<file path="config.mk">
export PLATFORM = sky130hd
export DESIGN_NAME = restart_sequencer
export DESIGN_NICKNAME = d
export VERILOG_FILES = /design/src/design/restart_pkg.sv /design/src/design/decisec_timer.sv /design/src/design/restart_sequencer.sv /design/src/design/tick_divider.sv
export VERILOG_INCLUDE_DIRS = /design/src /design/src/design
export SDC_FILE = /design/constraint.sdc
export NUM_CORES = 1
export LEC_CHECK = 0
export BUFFER_PORTS_ARGS = -buffer_cell sky130_fd_sc_hd__buf_2
export CAP_MARGIN = 30
export CORE_ASPECT_RATIO = 1.2
export CORE_MARGIN = 2
export CORE_UTILIZATION = 45
export CTS_BUF_LIST = sky130_fd_sc_hd__clkbuf_4
export DETAILED_ROUTE_END_ITERATION = 8
export PLACE_DENSITY = 0.73
export SYNTH_ARGS = -nofsm -noshare
export SYNTH_HDL_FRONTEND = slang
export SYNTH_HIERARCHICAL = 1
export SYNTH_SLANG_ARGS = --single-unit
</file>
<file path="constraint.sdc">
create_clock -name mclk_in -period 12 [get_ports mclk_in]
set_input_delay 1.2 -clock mclk_in [delete_from_list [all_inputs] [get_ports mclk_in]]
set_output_delay 1.2 -clock mclk_in [all_outputs]
set_load 0.02 [all_outputs]
</file>
<file path="src/design/restart_regs.svh">
// register map, field positions, reset values and timing counts
`ifndef RESTART_REGS_SVH
`define RESTART_REGS_SVH
// ----------------
// register offsets (byte addresses)
// ----------------
`define CTRL_OFF 8'h00
`define TIME_OFF 8'h04
`define MATCH_OFF 8'h08
`define STAT_OFF 8'h0C
`define IRQ_STAT_OFF 8'h10
`define IRQ_MASK_OFF 8'h14
// ----------------
// field positions
// ----------------
`define OUT_MODE_LO 0
`define OC_MODE_LO 4
`define COAST_MODE_LO 8
`define RST_MODE_LO 10
`define RUN_SRC_LO 12
`define STOP_ERR_BIT 14
`define LIMIT_SEL_BIT 15
`define INDUCTION_BIT 16
`define LIGHT_DUTY_BIT 17
`define SPEED_SEL_LO 18
`define OC_RETRY_LO 20
`define ALLOW_LO 0
`define WAIT_LO 16
`define CUR_LIM_LO 0
`define DECEL_LO 16
`define IRQ_OUTAGE 0
`define IRQ_RESTART 1
`define IRQ_TRIP 2
// ----------------
// reset values
// ----------------
`define CTRL_RST 32'h0010_0000
`define TIME_RST 32'h000A_000A
`define MATCH_RST 32'h001E_000F
// ----------------------------------------------------------------
// selector codes and ranges (times in 0.1 s, current in 0.1 x)
// ----------------------------------------------------------------
`define OUT_PLAIN 3'h2
`define OUT_ACTIVE 3'h4
`define HOLD_PLAIN 3'h1
`define HOLD_ACTIVE 3'h2
`define RUN_SRC_KEYPAD 2'h2
`define SPEED_SHUTDOWN 2'h0
`define SPEED_MAX 2'h1
`define LIMIT_SEL_16 1'h0
`define OUTAGE_RETRY_MAX 5'h10
`define ALLOW_MIN 16'h0003
`define ALLOW_MAX 16'h00FA
`define WAIT_MIN 16'h0003
`define WAIT_MAX 16'h03E8
`define CUR_MIN 16'h0002
`define CUR_MAX_ND 16'h0014
`define CUR_MAX_LD 16'h000F
`define DECEL_MIN 16'h0001
`define DECEL_MAX 16'h7530
`define OC_RETRY_MIN 16'h0001
`define OC_RETRY_MAX 16'h0003
// ----------------
// trip codes and timing
// ----------------
`define TRIP_NONE 4'h0
`define TRIP_OUTAGE_TIME 4'h1
`define TRIP_OUTAGE_COUNT 4'h2
`define TRIP_OC 4'h3
`define UNDERVOLTAGE_TRIP_CODE 4'h9
`define CLK_PERIOD_NS 25
`define TICK_NS 100000000
`define TICK_CYCLES (`TICK_NS / `CLK_PERIOD_NS)
`define UV_LIMIT_S 40
`define TICKS_PER_S 10
`define UV_LIMIT_TICKS 16'(`UV_LIMIT_S * `TICKS_PER_S)
`endif

</file>
<file path="src/design/restart_pkg.sv">
// types shared by the restart sequencer files
package restart_pkg;
	typedef enum logic [6:0] {
		ST_STOP = 7'h01,
		ST_RUN = 7'h02,
		ST_OUTAGE = 7'h04,
		ST_WAIT = 7'h08,
		ST_HOLD = 7'h10,
		ST_MATCH = 7'h20,
		ST_TRIP = 7'h40
	} seq_state_t;
	typedef enum logic [1:0] {
		K_NONE = 2'h0,
		K_PLAIN = 2'h1,
		K_ACTIVE = 2'h2
	} restart_kind_t;
endpackage

</file>
<file path="src/design/decisec_timer.sv">
// saturating counter of 0.1 s ticks with a limit compare
`timescale 1ns/1ps
module decisec_timer (
	input wire logic mclk_in, // system clock
	input wire logic nrst_in, // async reset, low
	input wire logic clear_in, // synchronous clear
	input wire logic tick_in, // 0.1 s tick
	input wire logic run_in, // count enable
	input wire logic [15:0] limit_in, // limit in ticks
	output logic expired_out // count reached limit
);
	logic [15:0] cnt_reg;

	// the clear wins over a tick so a restarted interval starts at zero
	always_ff @(posedge mclk_in or negedge nrst_in) begin
		if (!nrst_in) begin
			cnt_reg <= 16'h0;
		end else if (clear_in) begin
			cnt_reg <= 16'h0;
		end else if (run_in && tick_in && cnt_reg != 16'hFFFF) begin
			cnt_reg <= cnt_reg + 16'h1;
		end
	end

	assign expired_out = (cnt_reg >= limit_in);
endmodule // decisec_timer

</file>
<file path="src/design/restart_sequencer.sv">
// restart sequencer for a motor drive with an APB register file
//
// Decided for this implementation: register access over APB and the register addresses.
`timescale 1ns/1ps
`include "restart_regs.svh"
module restart_sequencer #(
	parameter int TICK_CYCLES = `TICK_CYCLES
) (
	input wire logic mclk_in, // 40 MHz clock
	input wire logic nrst_in, // async reset, low
	input wire logic psel_in, // apb select
	input wire logic penable_in, // apb enable
	input wire logic pwrite_in, // apb write
	input wire logic [7:0] paddr_in, // apb address
	input wire logic [31:0] pwdata_in, // apb write data
	output logic [31:0] prdata_out, // apb read data
	output logic pready_out, // apb ready
	output logic pslverr_out, // apb error
	output logic irq_out, // level interrupt
	input wire logic run_terminal_in, // terminal run
	input wire logic keypad_run_in, // keypad run press
	input wire logic keypad_stop_in, // keypad stop press
	input wire logic coast_stop_input_in, // free-run stop
	input wire logic reset_input_in, // reset input
	input wire logic power_fail_in, // outage or undervolt
	input wire logic overcurrent_in, // overcurrent pulse
	input wire logic overvoltage_in, // overvoltage pulse
	input wire logic [15:0] output_freq_in, // output freq
	input wire logic [15:0] max_freq_in, // maximum freq
	input wire logic [15:0] command_freq_in, // command freq
	output logic run_cmd_out, // run command
	output logic drive_enable_out, // output stage on
	output logic matching_active_out, // matching phase
	output logic [15:0] start_freq_out, // matching start
	output logic [4:0] current_limit_out, // 0.1 x rated
	output logic [14:0] decel_time_out, // 0.1 s units
	output logic trip_out, // tripped
	output logic [3:0] trip_code_out // trip cause
);
	import restart_pkg::*;

	// ----------------
	// helper functions
	// ----------------
	// maps a selector to a restart kind; active falls back to plain
	// on a non-induction motor rather than refusing the restart
	function automatic restart_kind_t kind_of(input logic [2:0] code,
			input logic power_grp, input logic induction);
		restart_kind_t k;
		k = K_NONE;
		if (power_grp) begin
			if (code == `OUT_PLAIN) k = K_PLAIN;
			else if (code == `OUT_ACTIVE) k = K_ACTIVE;
		end else begin
			if (code == `HOLD_PLAIN) k = K_PLAIN;
			else if (code == `HOLD_ACTIVE) k = K_ACTIVE;
		end
		if (k == K_ACTIVE && !induction) k = K_PLAIN;
		return k;
	endfunction

	function automatic logic [15:0] clamp16(input logic [15:0] v,
			input logic [15:0] lo, input logic [15:0] hi);
		logic [15:0] r;
		r = v;
		if (v < lo) r = lo;
		else if (v > hi) r = hi;
		return r;
	endfunction

	// ----------------
	// declarations
	// ----------------
	logic [31:0] ctrl_reg;
	logic [31:0] time_reg;
	logic [31:0] match_reg;
	logic [2:0] irq_stat_reg;
	logic [2:0] irq_mask_reg;
	seq_state_t state_reg;
	seq_state_t prev_state_reg;
	restart_kind_t kind_reg;
	logic hold_coast_reg;
	logic resume_reg;
	logic keypad_run_reg;
	logic [4:0] outage_cnt_reg;
	logic [1:0] oc_cnt_reg;
	logic [15:0] shutdown_freq_reg;
	logic tick;
	logic tmr_expired;
	logic uv_expired;
	logic tmr_clear;
	logic tmr_run;
	logic [15:0] tmr_limit;
	logic run_active;
	logic hold_active;
	logic keypad_src;
	logic fault_ev;
	logic oc_retry_ok;
	logic outage_ok;
	logic [15:0] allow_t;
	logic [15:0] wait_t;
	logic [15:0] oc_limit;
	logic [15:0] cur_max;
	restart_kind_t out_kind;
	restart_kind_t oc_kind;
	restart_kind_t hold_kind;
	logic acc;
	logic wr_acc;
	logic rd_acc;
	logic [31:0] rd_data;
	logic rd_err;
	logic [2:0] irq_ev;

	// ----------------
	// settings decode
	// ----------------
	assign keypad_src = (ctrl_reg[`RUN_SRC_LO +: 2] == `RUN_SRC_KEYPAD);
	assign run_active = keypad_src ? keypad_run_reg : run_terminal_in;
	assign hold_active = coast_stop_input_in | reset_input_in;
	assign fault_ev = overcurrent_in | overvoltage_in;
	assign allow_t = clamp16({8'h0, time_reg[`ALLOW_LO +: 8]},
		`ALLOW_MIN, `ALLOW_MAX);
	assign wait_t = clamp16({6'h0, time_reg[`WAIT_LO +: 10]},
		`WAIT_MIN, `WAIT_MAX);
	assign oc_limit = clamp16({14'h0, ctrl_reg[`OC_RETRY_LO +: 2]},
		`OC_RETRY_MIN, `OC_RETRY_MAX);
	assign cur_max = ctrl_reg[`LIGHT_DUTY_BIT] ? `CUR_MAX_LD : `CUR_MAX_ND;
	assign out_kind = kind_of(ctrl_reg[`OUT_MODE_LO +: 3], 1'b1,
		ctrl_reg[`INDUCTION_BIT]);
	assign oc_kind = kind_of(ctrl_reg[`OC_MODE_LO +: 3], 1'b1,
		ctrl_reg[`INDUCTION_BIT]);
	// power-on takes the reset-release selector, as after a long outage
	assign hold_kind = hold_coast_reg ?
		kind_of({1'b0, ctrl_reg[`COAST_MODE_LO +: 2]}, 1'b0,
			ctrl_reg[`INDUCTION_BIT]) :
		kind_of({1'b0, ctrl_reg[`RST_MODE_LO +: 2]}, 1'b0,
			ctrl_reg[`INDUCTION_BIT]);
	assign oc_retry_ok = (oc_kind != K_NONE) &&
		({14'h0, oc_cnt_reg} < oc_limit);
	assign outage_ok = (out_kind != K_NONE) &&
		!(ctrl_reg[`LIMIT_SEL_BIT] == `LIMIT_SEL_16 &&
		outage_cnt_reg == `OUTAGE_RETRY_MAX);

	// ----------------
	// timers
	// ----------------
	tick_divider #(.TICK_CYCLES(TICK_CYCLES)) u_tick (
		.mclk_in(mclk_in),
		.nrst_in(nrst_in),
		.tick_out(tick)
	);

	// one timer serves the outage window, the retry wait and the hold
	// wait; it restarts on every state change
	assign tmr_clear = (state_reg != prev_state_reg) | reset_input_in |
		(state_reg == ST_HOLD && !run_active);
	assign tmr_run = (state_reg == ST_OUTAGE) || (state_reg == ST_WAIT) ||
		(state_reg == ST_HOLD);
	assign tmr_limit = (state_reg == ST_OUTAGE) ? allow_t : wait_t;

	decisec_timer u_event_tmr (
		.mclk_in(mclk_in),
		.nrst_in(nrst_in),
		.clear_in(tmr_clear),
		.tick_in(tick),
		.run_in(tmr_run),
		.limit_in(tmr_limit),
		.expired_out(tmr_expired)
	);

	// long undervoltage guard runs whatever the state or selector
	decisec_timer u_uv_tmr (
		.mclk_in(mclk_in),
		.nrst_in(nrst_in),
		.clear_in(!power_fail_in | reset_input_in),
		.tick_in(tick),
		.run_in(1'b1),
		.limit_in(`UV_LIMIT_TICKS),
		.expired_out(uv_expired)
	);

	// ----------------
	// run command
	// ----------------
	// an outage or overcurrent never touches the latch, so a keypad
	// run survives those restarts
	always_ff @(posedge mclk_in or negedge nrst_in) begin
		if (!nrst_in) begin
			keypad_run_reg <= 1'b0;
		end else if (hold_active) begin
			keypad_run_reg <= 1'b0;
		end else if (keypad_run_in) begin
			keypad_run_reg <= 1'b1;
		end else if (keypad_stop_in) begin
			keypad_run_reg <= 1'b0;
		end
	end

	// ----------------
	// sequencer state
	// ----------------
	always_ff @(posedge mclk_in or negedge nrst_in) begin
		if (!nrst_in) begin
			state_reg <= ST_HOLD;
			hold_coast_reg <= 1'b0;
			kind_reg <= K_NONE;
			resume_reg <= 1'b0;
			trip_code_out <= `TRIP_NONE;
		end else if (reset_input_in) begin
			state_reg <= ST_HOLD;
			hold_coast_reg <= 1'b0;
			trip_code_out <= `TRIP_NONE;
		end else if (uv_expired && state_reg != ST_TRIP) begin
			state_reg <= ST_TRIP;
			trip_code_out <= `UNDERVOLTAGE_TRIP_CODE;
		end else begin
			case (state_reg)
			ST_STOP: begin
				if (power_fail_in) begin
					resume_reg <= 1'b0;
					if (ctrl_reg[`STOP_ERR_BIT]) begin
						state_reg <= ST_TRIP;
						trip_code_out <= `UNDERVOLTAGE_TRIP_CODE;
					end else begin
						state_reg <= ST_OUTAGE;
					end
				end else if (coast_stop_input_in) begin
					state_reg <= ST_HOLD;
					hold_coast_reg <= 1'b1;
				end else if (run_active) begin
					state_reg <= ST_RUN;
				end
			end
			ST_RUN, ST_MATCH: begin
				if (coast_stop_input_in) begin
					state_reg <= ST_HOLD;
					hold_coast_reg <= 1'b1;
				end else if (power_fail_in) begin
					resume_reg <= 1'b1;
					kind_reg <= out_kind;
					if (outage_ok) begin
						state_reg <= ST_OUTAGE;
					end else begin
						state_reg <= ST_TRIP;
						trip_code_out <= `TRIP_OUTAGE_COUNT;
					end
				end else if (fault_ev) begin
					kind_reg <= oc_kind;
					if (oc_retry_ok) begin
						state_reg <= ST_WAIT;
					end else begin
						state_reg <= ST_TRIP;
						trip_code_out <= `TRIP_OC;
					end
				end else if (!run_active) begin
					state_reg <= ST_STOP;
				end else if (state_reg == ST_MATCH &&
						output_freq_in == command_freq_in) begin
					state_reg <= ST_RUN;
				end
			end
			ST_OUTAGE: begin
				if (tmr_expired) begin
					state_reg <= ST_TRIP;
					trip_code_out <= `TRIP_OUTAGE_TIME;
				end else if (!power_fail_in) begin
					state_reg <= resume_reg ? ST_WAIT : ST_STOP;
				end
			end
			ST_WAIT: begin
				if (power_fail_in) begin
					state_reg <= ST_OUTAGE;
				end else if (tmr_expired) begin
					state_reg <= ST_MATCH;
				end
			end
			ST_HOLD: begin
				if (!hold_active && run_active) begin
					if (hold_kind == K_NONE) begin
						state_reg <= ST_RUN;
					end else if (tmr_expired) begin
						state_reg <= ST_MATCH;
						kind_reg <= hold_kind;
					end
				end
			end
			ST_TRIP: begin
				state_reg <= ST_TRIP;
			end
			default: begin
				state_reg <= ST_STOP;
			end
			endcase
		end
	end

	// ----------------
	// retry counters
	// ----------------
	// outage count clears only on reset input or loss of logic supply
	always_ff @(posedge mclk_in or negedge nrst_in) begin
		if (!nrst_in) begin
			outage_cnt_reg <= 5'h0;
			oc_cnt_reg <= 2'h0;
		end else if (reset_input_in) begin
			outage_cnt_reg <= 5'h0;
			oc_cnt_reg <= 2'h0;
		end else if ((state_reg == ST_RUN || state_reg == ST_MATCH) &&
				!coast_stop_input_in) begin
			if (power_fail_in && outage_ok &&
					outage_cnt_reg != `OUTAGE_RETRY_MAX) begin
				outage_cnt_reg <= outage_cnt_reg + 5'h1;
			end else if (!power_fail_in && fault_ev && oc_retry_ok) begin
				oc_cnt_reg <= oc_cnt_reg + 2'h1;
			end
		end
	end

	// ----------------
	// drive outputs
	// ----------------
	always_ff @(posedge mclk_in or negedge nrst_in) begin
		if (!nrst_in) begin
			prev_state_reg <= ST_HOLD;
			shutdown_freq_reg <= 16'h0;
			run_cmd_out <= 1'b0;
			drive_enable_out <= 1'b0;
			matching_active_out <= 1'b0;
			trip_out <= 1'b0;
			current_limit_out <= 5'h0;
			decel_time_out <= 15'h0;
		end else begin
			prev_state_reg <= state_reg;
			if (state_reg == ST_RUN || state_reg == ST_MATCH) begin
				shutdown_freq_reg <= output_freq_in;
			end
			run_cmd_out <= run_active;
			drive_enable_out <= (state_reg == ST_RUN) ||
				(state_reg == ST_MATCH);
			matching_active_out <= (state_reg == ST_MATCH);
			trip_out <= (state_reg == ST_TRIP);
			current_limit_out <= 5'(clamp16(
				{11'h0, match_reg[`CUR_LIM_LO +: 5]},
				`CUR_MIN, cur_max));
			decel_time_out <= 15'(clamp16(
				{1'h0, match_reg[`DECEL_LO +: 15]},
				`DECEL_MIN, `DECEL_MAX));
		end
	end

	// start speed is fixed on the entry into matching
	always_ff @(posedge mclk_in or negedge nrst_in) begin
		if (!nrst_in) begin
			start_freq_out <= 16'h0;
		end else if (state_reg == ST_MATCH && prev_state_reg != ST_MATCH) begin
			if (kind_reg != K_ACTIVE ||
					ctrl_reg[`SPEED_SEL_LO +: 2] == `SPEED_SHUTDOWN) begin
				start_freq_out <= shutdown_freq_reg;
			end else if (ctrl_reg[`SPEED_SEL_LO +: 2] == `SPEED_MAX) begin
				start_freq_out <= max_freq_in;
			end else begin
				start_freq_out <= command_freq_in;
			end
		end
	end

	// ----------------
	// apb slave
	// ----------------
	// no wait state: ready is raised for the first access cycle only
	assign acc = psel_in && penable_in && pready_out;
	assign wr_acc = acc && pwrite_in;
	assign rd_acc = acc && !pwrite_in;

	always_comb begin
		rd_data = 32'h0;
		rd_err = 1'b0;
		if (paddr_in == `CTRL_OFF) begin
			rd_data = ctrl_reg;
		end else if (paddr_in == `TIME_OFF) begin
			rd_data = time_reg;
		end else if (paddr_in == `MATCH_OFF) begin
			rd_data = match_reg;
		end else if (paddr_in == `STAT_OFF) begin
			rd_data = {6'h0, oc_cnt_reg, 3'h0, outage_cnt_reg, 3'h0,
				run_active, trip_code_out, 1'b0, state_reg};
		end else if (paddr_in == `IRQ_STAT_OFF) begin
			rd_data = {29'h0, irq_stat_reg};
		end else if (paddr_in == `IRQ_MASK_OFF) begin
			rd_data = {29'h0, irq_mask_reg};
		end else begin
			rd_err = 1'b1;
		end
	end

	always_ff @(posedge mclk_in or negedge nrst_in) begin
		if (!nrst_in) begin
			pready_out <= 1'b0;
			prdata_out <= 32'h0;
			pslverr_out <= 1'b0;
		end else begin
			pready_out <= psel_in && !penable_in;
			prdata_out <= (psel_in && !penable_in && !pwrite_in) ?
				rd_data : 32'h0;
			pslverr_out <= psel_in && !penable_in && rd_err;
		end
	end

	// settings registers take effect at the access edge
	always_ff @(posedge mclk_in or negedge nrst_in) begin
		if (!nrst_in) begin
			ctrl_reg <= `CTRL_RST;
			time_reg <= `TIME_RST;
			match_reg <= `MATCH_RST;
			irq_mask_reg <= 3'h0;
		end else if (wr_acc) begin
			if (paddr_in == `CTRL_OFF) begin
				ctrl_reg <= pwdata_in;
			end else if (paddr_in == `TIME_OFF) begin
				time_reg <= pwdata_in;
			end else if (paddr_in == `MATCH_OFF) begin
				match_reg <= pwdata_in;
			end else if (paddr_in == `IRQ_MASK_OFF) begin
				irq_mask_reg <= pwdata_in[2:0];
			end
		end
	end

	// ----------------
	// interrupts
	// ----------------
	// a new event in the read cycle survives the read-clear
	always_comb begin
		irq_ev = 3'h0;
		irq_ev[`IRQ_OUTAGE] = (state_reg == ST_OUTAGE) &&
			(prev_state_reg != ST_OUTAGE);
		irq_ev[`IRQ_RESTART] = (state_reg == ST_MATCH) &&
			(prev_state_reg != ST_MATCH);
		irq_ev[`IRQ_TRIP] = (state_reg == ST_TRIP) &&
			(prev_state_reg != ST_TRIP);
	end

	always_ff @(posedge mclk_in or negedge nrst_in) begin
		if (!nrst_in) begin
			irq_stat_reg <= 3'h0;
			irq_out <= 1'b0;
		end else begin
			if (rd_acc && paddr_in == `IRQ_STAT_OFF) begin
				irq_stat_reg <= irq_ev;
			end else begin
				irq_stat_reg <= irq_stat_reg | irq_ev;
			end
			irq_out <= |(irq_stat_reg & irq_mask_reg);
		end
	end
endmodule // restart_sequencer

</file>
<file path="src/design/tick_divider.sv">
// divides the system clock into a one-cycle 0.1 s tick
`timescale 1ns/1ps
module tick_divider #(
	parameter int TICK_CYCLES = 4000000
) (
	input wire logic mclk_in, // system clock
	input wire logic nrst_in, // async reset, low
	output logic tick_out // one-cycle tick
);
	logic [22:0] cnt_reg;

	// free-running divider, the tick lands on the wrap cycle
	always_ff @(posedge mclk_in or negedge nrst_in) begin
		if (!nrst_in) begin
			cnt_reg <= 23'h0;
			tick_out <= 1'b0;
		end else if (cnt_reg == 23'(TICK_CYCLES - 1)) begin
			cnt_reg <= 23'h0;
			tick_out <= 1'b1;
		end else begin
			cnt_reg <= cnt_reg + 23'h1;
			tick_out <= 1'b0;
		end
	end
endmodule // tick_divider

</file>
==> metrics.cfg, run 1 <==
[setup_path]
required_ns = 12.58
timing.rr.end = state_reg[1]
setup.worst_path.start_class = register
r2r_start = state_reg[0]
startpoint = state_reg[0]
path_class = reg -> reg
crit_path_cell_trace = nor4_2, nand4_1, a211oi_1, a21oi_1, ha_1, nand2b_1, a2111oi_0, or4_1, o2111ai_1, nand3b_1, a31o_2, o31a_1, mux2_2
crit_end = state_reg[1]
arrival_ns = 5.19
path_max_fanout = 14
reg2regPathDepth = 13
slowest_delay_ns = 0.59
r2r_slack_ns = 7.39
crit_slowest_cell = nor4_2
worstSetupEndpointType = register

[pwr]
ir_drop_v = 0.0000903
p_per_area_nw_per_um2 = 134
total_power_w = 0.00224
p_leak_nw = 8.01

[logic_synthesis]
avgSynthCellArea_um2 = 10.1
synthSimpleGateAreaFrac = 0.175
synthArstFlopShare = 1.00
muxShareOfSynthArea = 0.103
synth-seq-cells = 278
synth_adder_area_share = 0.0368
synth-edff-count = 0
yosys_most_used_dff = dfrtp_1
ys_types = 69
ys_seq_area_frac = 0.488
synth_cells = 1420
synth_compound_area_frac = 0.125
synth_area_um2 = 14300
synthXorXnorAreaFrac = 0.0312
yosys_warnings = 6
synth_top_family_by_area = simple AND/OR/NAND/NOR gates

[timing]
final_max_slew_viol_count = 0
worst_pin_slew_ns = 1.10
final.period_utilization = 0.384
fin_skew_ns = 0.0442
setup_viol = 0
fin_tns_setup_ns = 0
slew_headroom = 0.264
hold_violations = 0
fin_crit_ns = 4.61
rsz0062_at_grt = no
fmax_mhz = 217
whs_ns = 0.475

[global_routing]
grt_max_degree = 186
grt_pass1_vias = 12000
grt_overflow_total = 0
antenna_found_initial = 4
grt_use_total = 0.232
grt_pass1_wl_mm = 61.9

[cells_and_area]
final_cell_mix = 263 x dfrtp_1, 179 x buf_2, 143 x nand2_1, 120 x clkbuf_4
drive_gt1_frac = 0.271
stdcell_count = 2106
final_nets = 1786
num-fill-cells = 2801
syn_to_final_growth_pct = 17.3
fin_area_um2 = 16800
final_common_cell = dfrtp_1

[route]
ant_nets = 0
first_iter_violations = 713
routed_via_density = 5.69
wl_per_cell_um = 18.4
drc = 0
routed_wl_mm = 38.7
firstDrtPassIters = 5
vias = 12000

[floorplan]
start_util = 0.456
dieWidth_um = 167
fp-row-count = 71
core_area_um2 = 31400
dieArea_um2 = 33200
io_pins = 180
die_h_um = 199

[clock_tree]
cts_resized = 0
cts-root-buf = clkbuf_4
post_cts_buffers = 0
cts_inserted_buffers = 73
clk-insertion-delay-late_ns = 0.74
cts_buffer_depth = 3
cts_tree = done
hold_buffers = 0
clock_sinks = 278
path_clk_slew_ns = 0.07
cts_htree_levels = 3

[placed_design]
placed_area_um2 = 15600
gp_congestion = 0.904
dp.final_hpwl_mm = 27.0
dp.cells = 1967
io_buffers = 178

[worst_hold_path]
hp-start = shutdown_freq_reg[2]
hold_class = reg -> reg

[job]
max_cap_violations = 0

[run_status]
status = finished, final reports clean

## synthesized netlist by cell type, drive strengths merged (11+ instances only)
cell	number	area share
mux2	97	0.076
inv	68	0.018
and4	11	0.0067
or4	24	0.013
dfstp	15	0.028
nand2	143	0.038
nor2b	14	0.0061
nor4	23	0.011
a22oi	31	0.016
a21oi	85	0.030
o21ai	87	0.030
mux2i	38	0.027
dfrtp	263	0.46
nand3	34	0.012
nor2	98	0.026
buf	15	0.0063
a22o	19	0.012
nand4	30	0.017
o31ai	16	0.0084
or3	27	0.012
clkbuf	56	0.015
xor2	35	0.021
xnor2	16	0.0098
nor3	21	0.0074
ha	42	0.037
and2	13	0.0059
## cell type report
type,count,area (µm²),area share
Antenna cell,5,12.5,0.000747
Clock buffer,120,901,0.0538
Clock inverter,12,189,0.0113
Inverter,72,270,0.0161
Multi-Input combinational cell,1024,6850,0.409
Sequential cell,278,6980,0.416
Tap cell,401,502,0.0299
Timing Repair Buffer,194,1060,0.0630
## metrics by stage
step / setup WS (ns) / utilization
after floorplan: 7.83 / -
after detailed placement: 7.04 / 0.499
after global placement: 7.15 / 0.497
final: 7.39 / 0.534
after CTS: 6.98 / 0.533
after global routing: 7.04 / 0.534
## per-layer routing
layer | vias to the layer above | routed length, µm | track usage
li1 | 5575 | - | -
met1 | 5920 | 16000 | 0.287
met2 | 389 | 19200 | 0.390
met3 | 105 | 2010 | 0.0440
met4 | 0 | 1500 | 0.116
met5 | - | 0 | 0
## worst max-delay path, delay by kind of cell (launching register included)
kind | cells | cell delay [ns]
multiplexers | 1 | 0.28
AND/OR/NAND/NOR | 5 | 1.71
AO/OA/AOI/OAI | 6 | 1.63
flip-flops | 1 | 0.55
adder cells (fa/ha/maj) | 1 | 0.30
## kinds of logic (layout without fill, tap and decap cells)
kind of cell | Yosys count | after routing
compound gates | 290 | 290
xor+xnor | 51 | 51
fa+ha+maj | 42 | 42
buf+inv | 143 | 398
flops | 278 | 278
mux | 135 | 135
other cells | 2 | 32
simple gates | 479 | 479
## worst min path at each step
stage	endpoint	slack, ns	cells past startpoint
floorplan	prev_state_reg[3]	0.37	0
global placement	shutdown_freq_reg[8]	0.46	2
detailed placement	shutdown_freq_reg[2]	0.46	2
CTS	ctrl_reg[17]	0.47	1
global route	decel_time_out[13]	0.50	0
finish	shutdown_freq_reg[2]	0.47	2
## power breakdown
part           switching, W  internal [W]  total, W  leakage, nW
Combinational      0.000155     0.0000936  0.000249         3.72
Sequential        0.0000433      0.000985   0.00103         3.64
Clock              0.000401      0.000560  0.000961        0.644
Total              0.000600       0.00164   0.00224         8.01
No activity file was read; power rests on OpenSTA's default activity.
==> run 2, diff against run 1 <==
Settings changed: PLACE_DENSITY 0.73 to 0.75.
Clock period 12 ns to 3.9 ns, I/O delays scaled along.
==> metrics.cfg, run 2 (same netlist as run 1, synthesis figures left out) <==
[timing]
fin_tns_setup_ns = 0
fin_ws_ns = 0.149
final_max_slew_viol_count = 0
fin_crit_ns = 3.75
hold_violations = 0
final.period_utilization = 0.962
worst_pin_slew_ns = 0.955
setup_viol = 0
fin_skew_ns = 0.0472
fmax_mhz = 267
slew_headroom = 0.363
whs_ns = 0.0724

[pwr]
ir_drop_v = 0.000260
p_leak_nw = 8.24
clkPwrFrac = 0.389
p_switching_w = 0.00185
intPower_w = 0.00474
switching_share = 0.281
p_per_area_nw_per_um2 = 381
power_frac_comb = 0.134
seqPwrFrac = 0.477

[global_routing]
grt_max_degree = 122
grt_pass1_vias = 12400
grt_pass1_wl_mm = 63.8
antenna_found_initial = 2
grt_overflow_total = 0
grt_use_total = 0.239

[cells_and_area]
syn_to_final_growth_pct = 20.9
final_cell_mix = 263 x dfrtp_1, 179 x buf_2, 143 x nand2_1, 110 x clkbuf_4
drive_gt1_frac = 0.266
final_nets = 1856
utilization = 0.551
stdcell_count = 2168
final_common_cell = dfrtp_1
num-fill-cells = 2691

[clock_tree]
cts_htree_levels = 3
clock_sinks = 278
path_clk_slew_ns = 0.07
cts_inserted_buffers = 71
clk-insertion-delay-late_ns = 0.75
cts_tree = done
cts-root-buf = clkbuf_4
cts_buffer_depth = 3

[floorplan]
core_area_um2 = 31400
fp-row-count = 71
io_pins = 180
dieArea_um2 = 33200
dieWidth_um = 167
start_util = 0.456
die_h_um = 199

[setup_path]
cp_num_cells = 15
slowest_delay_ns = 0.55
crit_path_cell_trace = or4_1, nor3_1, a21oi_1, nor2_1, a211oi_1, a21oi_1, ha_1, nand2b_1, a2111oi_0, or4_1, o2111ai_2, nand3b_1, a31o_2, o31a_1, mux2_2
r2r_start = time_reg[6]
path_class = reg -> reg
cp_top_family = simple AND/OR/NAND/NOR gates
reg2regPathDepth = 15
worstSetupEndpointType = register
crit_slowest_cell = or4_1
r2r_slack_ns = 0.15
startpoint = time_reg[6]
required_ns = 4.51
arrival_ns = 4.37
path_max_fanout = 5
setup.worst_path.start_class = register
crit_buf_inv = 0

[placed_design]
pre_cts_ws_ns = 0.0459
dp.final_hpwl_mm = 27.6
io_buffers = 178
gp_congestion = 0.909
dp.cells = 1987

[route]
firstDrtPassIters = 5
wl_per_cell_um = 18.3
routed_via_density = 5.64
routed_wl_mm = 39.8
drc = 0
ant_nets = 0
vias = 12200
first_iter_violations = 710

[worst_hold_path]
hold_class = in -> reg
hp-start = reset_input_in
holdPathStages = 2

[job]
max_cap_violations = 0

[run_status]
status = finished, final reports clean

[run 2: changes by cell type in the layout (fill, tap and decap cells not counted), moves of 3 or more]
cell,previous run,this run
clkinv_1,7,13
dlygate4sd3_1,0,53
clkinvlp_4,0,3
buf_4,11,29
bufinv_16,5,1
diode_2,5,2
clkbuf_4,120,110
[run 2: layer usage]
metal | global-route usage | share of wire | vias up | routed length (µm)
met5 | 0 | 0 | - | 0
met4 | 0.125 | 0.039 | 0 | 1560
met3 | 0.0440 | 0.054 | 117 | 2170
met2 | 0.408 | 0.50 | 421 | 20100
met1 | 0.291 | 0.40 | 5996 | 16000
li1 | - | - | 5692 | -
[run 2: power by group through the flow]
stage / registers [W] / clock network [W] / logic [W]
global route: 0.00315 / 0.00278 / 0.000976
CTS: 0.00313 / 0.00263 / 0.000868
finish: 0.00314 / 0.00256 / 0.000883
floorplan: 0.00316 / 0 / 0.000506
detailed placement: 0.00319 / 0 / 0.000824
global placement: 0.00318 / 0 / 0.000807
[run 2: cell type report]
type / count / area, µm² / share of cell area
flip-flops and latches: 278 / 6980 / 0.403
repair buffers: 266 / 1740 / 0.101
diodes: 2 / 5.00 / 0.000289
multi-input cells: 1024 / 6870 / 0.398
inverters: 72 / 270 / 0.0156
clock buffers: 110 / 826 / 0.0478
well taps: 401 / 502 / 0.0290
clock inverters: 15 / 95.1 / 0.00550
[run 2: worst paths after layout]
check | end
worst max-delay path | state_reg[1]
worst min-delay path | oc_cnt_reg[0]
worst max register to register | state_reg[1]
worst min register to register | decel_time_out[13]
max in group asynchronous | state_reg[6]
min in group asynchronous | match_reg[28]
[run 2: repair_timing]
action / 4_1_cts / 5_1_grt
endpoints found under the setup margin: 0 / 5
setup buffers: 0 / 0
resized for setup: 0 / 3
endpoints found under the hold margin: 225 / 0
hold buffers: 53 / 0
[run 2: per-stage QoR]
step / area [µm²] / total power, W
after floorplan: 14400 / 0.00367
after global placement: 15800 / 0.00399
after detailed placement: 15800 / 0.00401
after CTS: 17200 / 0.00663
after global routing: 17300 / 0.00690
final: 17300 / 0.00659
